$ cat src/rtl/tone_ctrl_pkg.sv
// Shared constants of the tone control register bank.
// Assumes a 32-bit AXI4-Lite slave with 12-bit byte addresses.
package tone_ctrl_pkg;

   // Register indices; byte address is four times the index
   localparam logic [11:0] IDX_EQ       = 12'h107;
   localparam logic [11:0] IDX_LOUD     = 12'h108;
   localparam logic [11:0] IDX_XOVER    = 12'h109;
   localparam logic [11:0] ADDR_EQ      = 12'(IDX_EQ << 2);
   localparam logic [11:0] ADDR_LOUD    = 12'(IDX_LOUD << 2);
   localparam logic [11:0] ADDR_XOVER   = 12'(IDX_XOVER << 2);

   // Field positions
   localparam int EQ_BAND_LSB   = 8;
   localparam int EQ_GAIN_LSB   = 0;
   localparam int LD_CUT_LSB    = 5;
   localparam int LD_LVL_LSB    = 0;
   localparam int XO_LOW_LSB    = 8;
   localparam int XO_HIGH_LSB   = 0;

   // Equalizer bands and codes
   localparam int          EQ_BANDS       = 7;
   localparam logic [2:0]  EQ_BAND_LAST   = 3'h6;
   localparam logic [5:0]  EQ_GAIN_0DB    = 6'h18;
   localparam logic [5:0]  EQ_GAIN_MIN    = 6'h30;

   // Values after reset
   localparam logic [2:0]  EQ_BAND_RST    = 3'h0;
   localparam logic [1:0]  LD_CUT_RST     = 2'h0;
   localparam logic [4:0]  LD_LVL_RST     = 5'h00;
   localparam logic [5:0]  XO_LOW_RST     = 6'h05;
   localparam logic [5:0]  XO_HIGH_RST    = 6'h05;

   // Crossover code to frequency
   localparam logic [31:0] XOVER_BASE_HZ  = 32'h0000_0032;
   localparam logic [31:0] XOVER_STEP_HZ  = 32'h0000_000A;
   // Two pi times 2^16, for first-order filter coefficients
   localparam logic [31:0] ALPHA_SCALE    = 32'h0006_487F;

   // AXI responses
   localparam logic [1:0]  RESP_OKAY      = 2'h0;
   localparam logic [1:0]  RESP_SLVERR    = 2'h2;

   typedef enum logic [1:0] {SEL_NONE, SEL_EQ, SEL_LOUD, SEL_XOVER} reg_sel_t;
   typedef enum logic {RD_IDLE = 1'b0, RD_RESP = 1'b1} rd_state_t;

endpackage : tone_ctrl_pkg

$ cat src/rtl/tone_control_register_bank.sv
// Tone control register bank with woofer/tweeter crossover filters.
// Assumes an AXI4-Lite master and a signed sample stream on aclk.
//
// Notes on behaviour
// - Band selector bits 10:8, seven bands, resets zero
// - Gain bits 5:0, half-dB steps, 0x18 is 0dB
// - Loudness cutoff bits 6:5, four codes, resets 00b
// - Loudness level bits 4:0, 1dB steps, resets zero
// - Low crossover bits 13:8, 50Hz plus 10Hz/step
// - Woofer output low-passed at low crossover
// - Reset loads 0x0018 equalizer, 0x0000 loudness
// - High crossover bits 5:0 drives tweeter high-pass
//
// Chosen here: register access over AXI4-Lite.
module tone_control_register_bank
   import tone_ctrl_pkg::*;
#(
   parameter int SAMPLE_W  = 24,
   parameter int SAMPLE_HZ = 48000
)(
   // Clock and reset
   input  wire logic                 aclk,
   input  wire logic                 aresetn,
   // AXI4-Lite write address
   input  wire logic [11:0]          s_axi_awaddr,
   input  wire logic [2:0]           s_axi_awprot,
   input  wire logic                 s_axi_awvalid,
   output      logic                 s_axi_awready,
   // AXI4-Lite write data
   input  wire logic [31:0]          s_axi_wdata,
   input  wire logic [3:0]           s_axi_wstrb,
   input  wire logic                 s_axi_wvalid,
   output      logic                 s_axi_wready,
   // AXI4-Lite write response
   output      logic [1:0]           s_axi_bresp,
   output      logic                 s_axi_bvalid,
   input  wire logic                 s_axi_bready,
   // AXI4-Lite read address
   input  wire logic [11:0]          s_axi_araddr,
   input  wire logic [2:0]           s_axi_arprot,
   input  wire logic                 s_axi_arvalid,
   output      logic                 s_axi_arready,
   // AXI4-Lite read data
   output      logic [31:0]          s_axi_rdata,
   output      logic [1:0]           s_axi_rresp,
   output      logic                 s_axi_rvalid,
   input  wire logic                 s_axi_rready,
   // Settings to the audio datapath
   output      logic [2:0]           eq_band,
   output      logic [EQ_BANDS*6-1:0] eq_gains,
   output      logic [1:0]           loud_cutoff,
   output      logic [4:0]           loud_level,
   output      logic [5:0]           xover_low,
   output      logic [5:0]           xover_high,
   // Sample stream in and crossover outputs
   input  wire logic signed [SAMPLE_W-1:0] sample_in,
   input  wire logic                 sample_valid,
   output      logic signed [SAMPLE_W-1:0] woofer_out,
   output      logic signed [SAMPLE_W-1:0] tweeter_out,
   output      logic                 out_valid
);

   localparam int ACC_W = SAMPLE_W + 16;

   function automatic reg_sel_t decode(input logic [11:0] addr);
      reg_sel_t sel;
      sel = SEL_NONE;
      case (addr)
         ADDR_EQ:    sel = SEL_EQ;
         ADDR_LOUD:  sel = SEL_LOUD;
         ADDR_XOVER: sel = SEL_XOVER;
         default:    sel = SEL_NONE;
      endcase
      return sel;
   endfunction

   // Coefficient of a first-order section, Q16, for a crossover code
   function automatic logic [15:0] xover_alpha(input logic [5:0] code);
      logic [31:0] hz;
      logic [31:0] fs;
      hz = XOVER_BASE_HZ + 32'(code) * XOVER_STEP_HZ;
      fs = 32'(SAMPLE_HZ);
      return 16'((hz * ALPHA_SCALE) / fs);
   endfunction

   // Register state
   logic [2:0]  eq_band_ff;
   logic [5:0]  gain_ff [EQ_BANDS];
   logic [1:0]  loud_cut_ff;
   logic [4:0]  loud_lvl_ff;
   logic [5:0]  xo_low_ff;
   logic [5:0]  xo_high_ff;

   // Write channel state
   logic        awready_ff;
   logic        wready_ff;
   logic        aw_held_ff;
   logic        w_held_ff;
   logic [11:0] awaddr_ff;
   logic [31:0] wdata_ff;
   logic [3:0]  wstrb_ff;
   logic        bvalid_ff;
   logic [1:0]  bresp_ff;

   // Read channel state
   rd_state_t   rd_state_ff;
   logic        arready_ff;
   logic        rvalid_ff;
   logic [31:0] rdata_ff;
   logic [1:0]  rresp_ff;

   logic        commit;
   reg_sel_t    wsel;
   logic [2:0]  nxt_band;

   // Both halves of a write must be held, and the last answer taken
   assign commit = aw_held_ff && w_held_ff && !bvalid_ff;
   assign wsel   = decode(awaddr_ff);

   always_ff @(posedge aclk)
   begin
      if (!aresetn)
      begin
         awready_ff <= 1'b1;
         aw_held_ff <= 1'b0;
         awaddr_ff  <= 12'h000;
      end
      else if (s_axi_awvalid && awready_ff)
      begin
         awready_ff <= 1'b0;
         aw_held_ff <= 1'b1;
         awaddr_ff  <= s_axi_awaddr;
      end
      else if (commit)
      begin
         awready_ff <= 1'b1;
         aw_held_ff <= 1'b0;
      end
   end

   always_ff @(posedge aclk)
   begin
      if (!aresetn)
      begin
         wready_ff <= 1'b1;
         w_held_ff <= 1'b0;
         wdata_ff  <= 32'h0000_0000;
         wstrb_ff  <= 4'h0;
      end
      else if (s_axi_wvalid && wready_ff)
      begin
         wready_ff <= 1'b0;
         w_held_ff <= 1'b1;
         wdata_ff  <= s_axi_wdata;
         wstrb_ff  <= s_axi_wstrb;
      end
      else if (commit)
      begin
         wready_ff <= 1'b1;
         w_held_ff <= 1'b0;
      end
   end

   always_ff @(posedge aclk)
   begin
      if (!aresetn)
      begin
         bvalid_ff <= 1'b0;
         bresp_ff  <= RESP_OKAY;
      end
      else if (commit)
      begin
         bvalid_ff <= 1'b1;
         bresp_ff  <= (wsel == SEL_NONE) ? RESP_SLVERR : RESP_OKAY;
      end
      else if (s_axi_bready)
      begin
         bvalid_ff <= 1'b0;
      end
   end

   // Band 7 selects nothing, so such a write keeps the old band
   always_comb
   begin
      nxt_band = eq_band_ff;
      if (wstrb_ff[1] && wdata_ff[EQ_BAND_LSB +: 3] <= EQ_BAND_LAST)
      begin
         nxt_band = wdata_ff[EQ_BAND_LSB +: 3];
      end
   end

   // Reserved bits are dropped; software is expected to write them zero
   always_ff @(posedge aclk)
   begin
      if (!aresetn)
      begin
         eq_band_ff <= EQ_BAND_RST;
      end
      else if (commit && wsel == SEL_EQ)
      begin
         eq_band_ff <= nxt_band;
      end
   end

   // One gain per band; a write only touches the band selected after it (nxt_band), the old band when it names band 7
   for (genvar b = 0; b < EQ_BANDS; b++)
   begin : g_band
      always_ff @(posedge aclk)
      begin
         if (!aresetn)
         begin
            gain_ff[b] <= EQ_GAIN_0DB;
         end
         else if (commit && wsel == SEL_EQ && wstrb_ff[0] && nxt_band == 3'(b))
         begin
            gain_ff[b] <= wdata_ff[EQ_GAIN_LSB +: 6];
         end
      end
      assign eq_gains[b*6 +: 6] = gain_ff[b];
   end

   always_ff @(posedge aclk)
   begin
      if (!aresetn)
      begin
         loud_cut_ff <= LD_CUT_RST;
         loud_lvl_ff <= LD_LVL_RST;
      end
      else if (commit && wsel == SEL_LOUD && wstrb_ff[0])
      begin
         loud_cut_ff <= wdata_ff[LD_CUT_LSB +: 2];
         loud_lvl_ff <= wdata_ff[LD_LVL_LSB +: 5];
      end
   end

   always_ff @(posedge aclk)
   begin
      if (!aresetn)
      begin
         xo_low_ff  <= XO_LOW_RST;
         xo_high_ff <= XO_HIGH_RST;
      end
      else if (commit && wsel == SEL_XOVER)
      begin
         if (wstrb_ff[1])
         begin
            xo_low_ff <= wdata_ff[XO_LOW_LSB +: 6];
         end
         if (wstrb_ff[0])
         begin
            xo_high_ff <= wdata_ff[XO_HIGH_LSB +: 6];
         end
      end
   end

   // Read channel: answer one cycle after the address is taken
   always_ff @(posedge aclk)
   begin
      if (!aresetn)
      begin
         rd_state_ff <= RD_IDLE;
         arready_ff  <= 1'b1;
         rvalid_ff   <= 1'b0;
         rdata_ff    <= 32'h0000_0000;
         rresp_ff    <= RESP_OKAY;
      end
      else
      begin
         case (rd_state_ff)
            RD_IDLE:
            begin
               if (s_axi_arvalid)
               begin
                  rd_state_ff <= RD_RESP;
                  arready_ff  <= 1'b0;
                  rvalid_ff   <= 1'b1;
                  rresp_ff    <= RESP_OKAY;
                  case (decode(s_axi_araddr))
                     SEL_EQ:
                        rdata_ff <= {21'h0, eq_band_ff, 2'h0, gain_ff[eq_band_ff]};
                     SEL_LOUD:
                        rdata_ff <= {25'h0, loud_cut_ff, loud_lvl_ff};
                     SEL_XOVER:
                        rdata_ff <= {18'h0, xo_low_ff, 2'h0, xo_high_ff};
                     default:
                     begin
                        rdata_ff <= 32'h0000_0000;
                        rresp_ff <= RESP_SLVERR;
                     end
                  endcase
               end
            end
            RD_RESP:
            begin
               if (s_axi_rready)
               begin
                  rd_state_ff <= RD_IDLE;
                  arready_ff  <= 1'b1;
                  rvalid_ff   <= 1'b0;
               end
            end
            default:
            begin
               rd_state_ff <= RD_IDLE;
               arready_ff  <= 1'b1;
               rvalid_ff   <= 1'b0;
            end
         endcase
      end
   end

   // Crossover: first-order sections, a trade of slope for area
   logic [15:0]              lo_alpha_ff;
   logic [15:0]              hi_alpha_ff;
   logic signed [ACC_W-1:0]  lo_acc_ff;
   logic signed [ACC_W-1:0]  hi_acc_ff;
   logic signed [ACC_W:0]    lo_err;
   logic signed [ACC_W:0]    hi_err;
   logic signed [ACC_W+17:0] lo_prod;
   logic signed [ACC_W+17:0] hi_prod;
   logic signed [ACC_W-1:0]  nxt_lo_acc;
   logic signed [ACC_W-1:0]  nxt_hi_acc;
   logic signed [ACC_W-1:0]  x_scaled;
   logic signed [SAMPLE_W-1:0] woofer_ff;
   logic signed [SAMPLE_W-1:0] tweeter_ff;
   logic                     out_valid_ff;

   // Coefficients registered to keep the divider off the sample path
   always_ff @(posedge aclk)
   begin
      if (!aresetn)
      begin
         lo_alpha_ff <= xover_alpha(XO_LOW_RST);
         hi_alpha_ff <= xover_alpha(XO_HIGH_RST);
      end
      else
      begin
         lo_alpha_ff <= xover_alpha(xo_low_ff);
         hi_alpha_ff <= xover_alpha(xo_high_ff);
      end
   end

   always_comb
   begin
      x_scaled   = {sample_in, 16'h0000};
      lo_err     = (ACC_W+1)'(x_scaled) - (ACC_W+1)'(lo_acc_ff);
      hi_err     = (ACC_W+1)'(x_scaled) - (ACC_W+1)'(hi_acc_ff);
      lo_prod    = (ACC_W+18)'(lo_err * $signed({1'b0, lo_alpha_ff}));
      hi_prod    = (ACC_W+18)'(hi_err * $signed({1'b0, hi_alpha_ff}));
      nxt_lo_acc = lo_acc_ff + ACC_W'(lo_prod >>> 16);
      nxt_hi_acc = hi_acc_ff + ACC_W'(hi_prod >>> 16);
   end

   always_ff @(posedge aclk)
   begin
      if (!aresetn)
      begin
         lo_acc_ff    <= '0;
         hi_acc_ff    <= '0;
         woofer_ff    <= '0;
         tweeter_ff   <= '0;
         out_valid_ff <= 1'b0;
      end
      else
      begin
         out_valid_ff <= sample_valid;
         if (sample_valid)
         begin
            lo_acc_ff  <= nxt_lo_acc;
            hi_acc_ff  <= nxt_hi_acc;
            woofer_ff  <= nxt_lo_acc[ACC_W-1:16];
            // High-pass is the input less its own low-pass
            tweeter_ff <= SAMPLE_W'(sample_in - nxt_hi_acc[ACC_W-1:16]);
         end
      end
   end

   assign s_axi_awready = awready_ff;
   assign s_axi_wready  = wready_ff;
   assign s_axi_bvalid  = bvalid_ff;
   assign s_axi_bresp   = bresp_ff;
   assign s_axi_arready = arready_ff;
   assign s_axi_rvalid  = rvalid_ff;
   assign s_axi_rdata   = rdata_ff;
   assign s_axi_rresp   = rresp_ff;
   assign eq_band       = eq_band_ff;
   assign loud_cutoff   = loud_cut_ff;
   assign loud_level    = loud_lvl_ff;
   assign xover_low     = xo_low_ff;
   assign xover_high    = xo_high_ff;
   assign woofer_out    = woofer_ff;
   assign tweeter_out   = tweeter_ff;
   assign out_valid     = out_valid_ff;

endmodule // tone_control_register_bank

$ cat config.mk
export PLATFORM = sky130hd
export DESIGN_NAME = tone_control_register_bank
export DESIGN_NICKNAME = d
export VERILOG_FILES = /design/src/rtl/tone_ctrl_pkg.sv /design/src/rtl/tone_control_register_bank.sv
export SDC_FILE = /design/constraint.sdc
export NUM_CORES = 2
export LEC_CHECK = 0
export ABC_AREA = 0
export BUFFER_PORTS_ARGS = -buffer_cell sky130_fd_sc_hd__buf_2
export CAP_MARGIN = 0
export CORE_ASPECT_RATIO = 0.6
export CORE_MARGIN = 4
export CORE_UTILIZATION = 45
export DETAILED_ROUTE_END_ITERATION = 12
export GPL_TIMING_DRIVEN = 1
export PLACE_DENSITY_LB_ADDON = 0.05
export SLEW_MARGIN = 5
export SYNTH_ARGS = -nofsm -noshare
export SYNTH_HDL_FRONTEND = slang
export SYNTH_SLANG_ARGS = --single-unit
$ cat constraint.sdc
create_clock -name aclk -period 19.7 [get_ports aclk]
set_clock_uncertainty 0.15 [all_clocks]
set_input_delay 2.955 -clock aclk [delete_from_list [all_inputs] [get_ports aclk]]
set_output_delay 2.955 -clock aclk [all_outputs]
set_load 0.05 [all_outputs]
==> flow_summary.ini <==
[sta]
fin_ws_ns = -2.35
finalHoldViolCount = 0
rsz0062_at_grt = true
setup_viol = 7
fin_crit_ns = 22.05
slew_headroom_pct = 16.6
period_share_pct = 112
max_freq_mhz = 45.3
maxSlewViolCount = 0
tightest_slew_ns = 1.24

[clock_tree]
cts.clk_slew.worst_paths_ns = 0.06
clockBufferDepth = 3
clk_latency_ns = 0.64
root_buffer = clkbuf_16
tritoncts = built
cts_buffers = 36
cts.sinks = 252
htree_levels = 2

[logic_synthesis]
synthSimpleGateAreaFrac_pct = 20.7
ys_ff_latch = 252
syn_area_um2 = 83500
async_flop_share_pct = 0
synth_cells = 10358
synth_top_family_by_area = adder cells
yosys.cell_types.count = 149
synth-edff-count = 42
yosys.area_share.adder_pct = 38.4
synth-xor-area-share_pct = 6.19
yosysWarnings = 0
synthMuxAreaShare_pct = 2.39
ys.flop_type = dfxtp_1
synth-seq-area-share_pct = 6.54
synth_compound_area_share_pct = 15.5
avgSynthCellArea_um2 = 8.06

[place]
dp_hpwl_um = 264000
place_area_um2 = 103000
gp_congestion = 0.998
port_buffers = 203

[setup_path]
path_max_fanout = 6
crit_required_ns = 20.07
cp_common_cell = buf_4
start_kind = flop
startpoint = xover_low[1]
critical_path.top_delay_family = compound AO/OA/AOI/OAI gates
critPathCaptureType = flop
cp_data_arrival_time_ns = 22.42
crit_type = flop to flop
cp_slowest_cell = or4_4
cp.depth = 94
rr_endpoint = lo_alpha_ff[0]
crit_path_end = lo_alpha_ff[0]
cp.buffers_inverters = 23
r2r_start = xover_low[1]
r2r_cells = 94
critPathMaxStageDelay_ns = 0.58
r2r_slack_ns = -2.35

[floorplan]
die_y_um = 342
die-area_um2 = 193000
core_um2 = 184000
io_pins = 252
die_x_um = 564
start_util_pct = 45.3
std_cell_rows = 122

[detailed_routing]
wl_per_cell_um = 21.3
vias_per_cell = 5.55
first_pass_iters = 6
routed_wl_um = 320000
drtIter0Drc = 7543
num_vias = 83323
wl_met3_um = 35600
highest_layer = met5
drt-met1-wl_um = 160000
wl_met2_um = 119000
ant_nets = 0
drcViolationCount = 0

[global_route]
grt_max_degree = 61
track_usage_pct = 32.9
antenna_found_initial = 8
grt_pass1_wl_um = 495000
overflow = 0
grt_pass1_vias = 82677

[job]
maxCapViolCount = 0

[finish]
final_area_um2 = 110000
fin_nets = 14423
area_delta_synth_final_pct = 31.4
drive_gt1_share_pct = 28.0
mostFrequentLayoutCells = buf_4, inv_1, nand2_1, fa_1, nor2_1
nFillCells = 16890
final_common_cell = buf_4

[outcome]
violations = setup timing
status = complete, but fails checks

[min_path]
hp-class = flop to flop
how the worst min path moves through the flow:
| stage | startpoint | endpoint | slack [ns] | cells after the start |
|---|---|---|---|---|
| final | s_axi_rdata[11] | s_axi_rdata[11] | 0.30 | 2 |
| after detailed placement | s_axi_rdata[11] | s_axi_rdata[11] | 0.30 | 2 |
| after CTS | s_axi_rdata[11] | s_axi_rdata[11] | 0.31 | 2 |
| after global placement | s_axi_rdata[11] | s_axi_rdata[11] | 0.29 | 2 |
| after global routing | wdata_ff[13] | wdata_ff[13] | 0.33 | 2 |
| after floorplan | awaddr_ff[10] | awaddr_ff[10] | 0.28 | 2 |
worst register-to-register path, delay by kind of cell, from the launching register on:
family                     cells  cell delay (ns)
and+or+nand+nor               19             6.06
adders and majority gates      9             3.40
xor gates and xnor gates       6             0.99
muxes                          3             0.59
AOI/OAI and AO/OA             34             7.34
DFF                            1             0.35
buffers and inverters         23             3.03
per-layer routing:
layer  GRT usage, %  vias up
met5              0        -
met3           8.04      239
met2           42.7     3528
met1           54.1    41288
met4           5.65        6
li1               -    38262
flip-flops by register name, summed over array words and instances, names as in the netlist, 2 cells and up, named ones only:
name	count
xover_low	6
hi_acc_ff	40
eq_band	3
tweeter_out	24
gain_ff	42
lo_alpha_ff	15
wdata_ff	13
s_axi_rdata	13
awaddr_ff	12
xover_high	6
hi_alpha_ff	15
loud_cutoff	2
loud_level	5
lo_acc_ff	40
wstrb_ff	2
kinds of logic after synthesis:
| logic type | count (synthesis) |
|---|---|
| AO/OA/AOI/OAI | 1785 |
| XOR/XNOR | 577 |
| adder cells (fa/ha/maj) | 1833 |
| buffers and inverters | 2199 |
| flip-flops | 252 |
| multiplexers | 189 |
| other | 1 |
| AND/OR/NAND/NOR | 3522 |
cell usage after synthesis (107+ instances only):
master       n  area share (%)
mux2i_1    160             1.9
nand2_1   1272             5.7
a21oi_1    404             2.4
nand3_1    178             1.1
dfxtp_1    210             5.0
o21bai_1   107            0.96
ha_1       617             9.2
o21ai_0    208             1.2
clkbuf_1   324             1.5
xor2_1     142             1.5
inv_1     1729             7.8
nor2_1     625             2.8
and2_1     478             3.6
o21a_1     157             1.4
xnor2_1    422             4.4
fa_1      1215              29
nor3_1     263             1.6
and3_1     126            0.94
final cells by class:
| type | count | area [µm²] | area share, % |
|---|---|---|---|
| multi-input cells | 7940 | 74400 | 67.8 |
| repair buffers | 2533 | 19000 | 17.3 |
| inverters | 1730 | 6500 | 5.92 |
| flip-flops and latches | 252 | 5520 | 5.03 |
| well taps | 2480 | 3100 | 2.83 |
| clock buffers | 44 | 982 | 0.895 |
| clock inverters | 22 | 270 | 0.246 |
| diodes | 2 | 5.00 | 0.00456 |
through the flow:
| stage | hold WS [ns] | TNS, ns | setup slack (ns) | util [%] | std cells |
|---|---|---|---|---|---|
| 2_1_floorplan | 0.282 | -2.97 | -1.19 | - | 10390 |
| 3_3_place_gp | 0.288 | -14.16 | -3.30 | 56.0 | 14738 |
| 3_5_place_dp | 0.299 | -15.69 | -3.33 | 56.0 | 14738 |
| 4_1_cts | 0.308 | -7.14 | -2.06 | 58.4 | 14932 |
| 5_1_grt | 0.325 | -12.68 | -3.00 | 59.5 | 15001 |
| 6_report | 0.305 | -8.84 | -2.35 | 59.5 | 15003 |
repair_timing:
action,CTS,global route
hold buffers,0,0
resized for setup,388,310
pin swaps,236,160
setup endpoints to repair,8,8
gates cloned,2,0
setup buffers,128,70
Power is not shown: default switching activity piles up to over one toggle a cycle in this logic, so the estimate is an artifact.
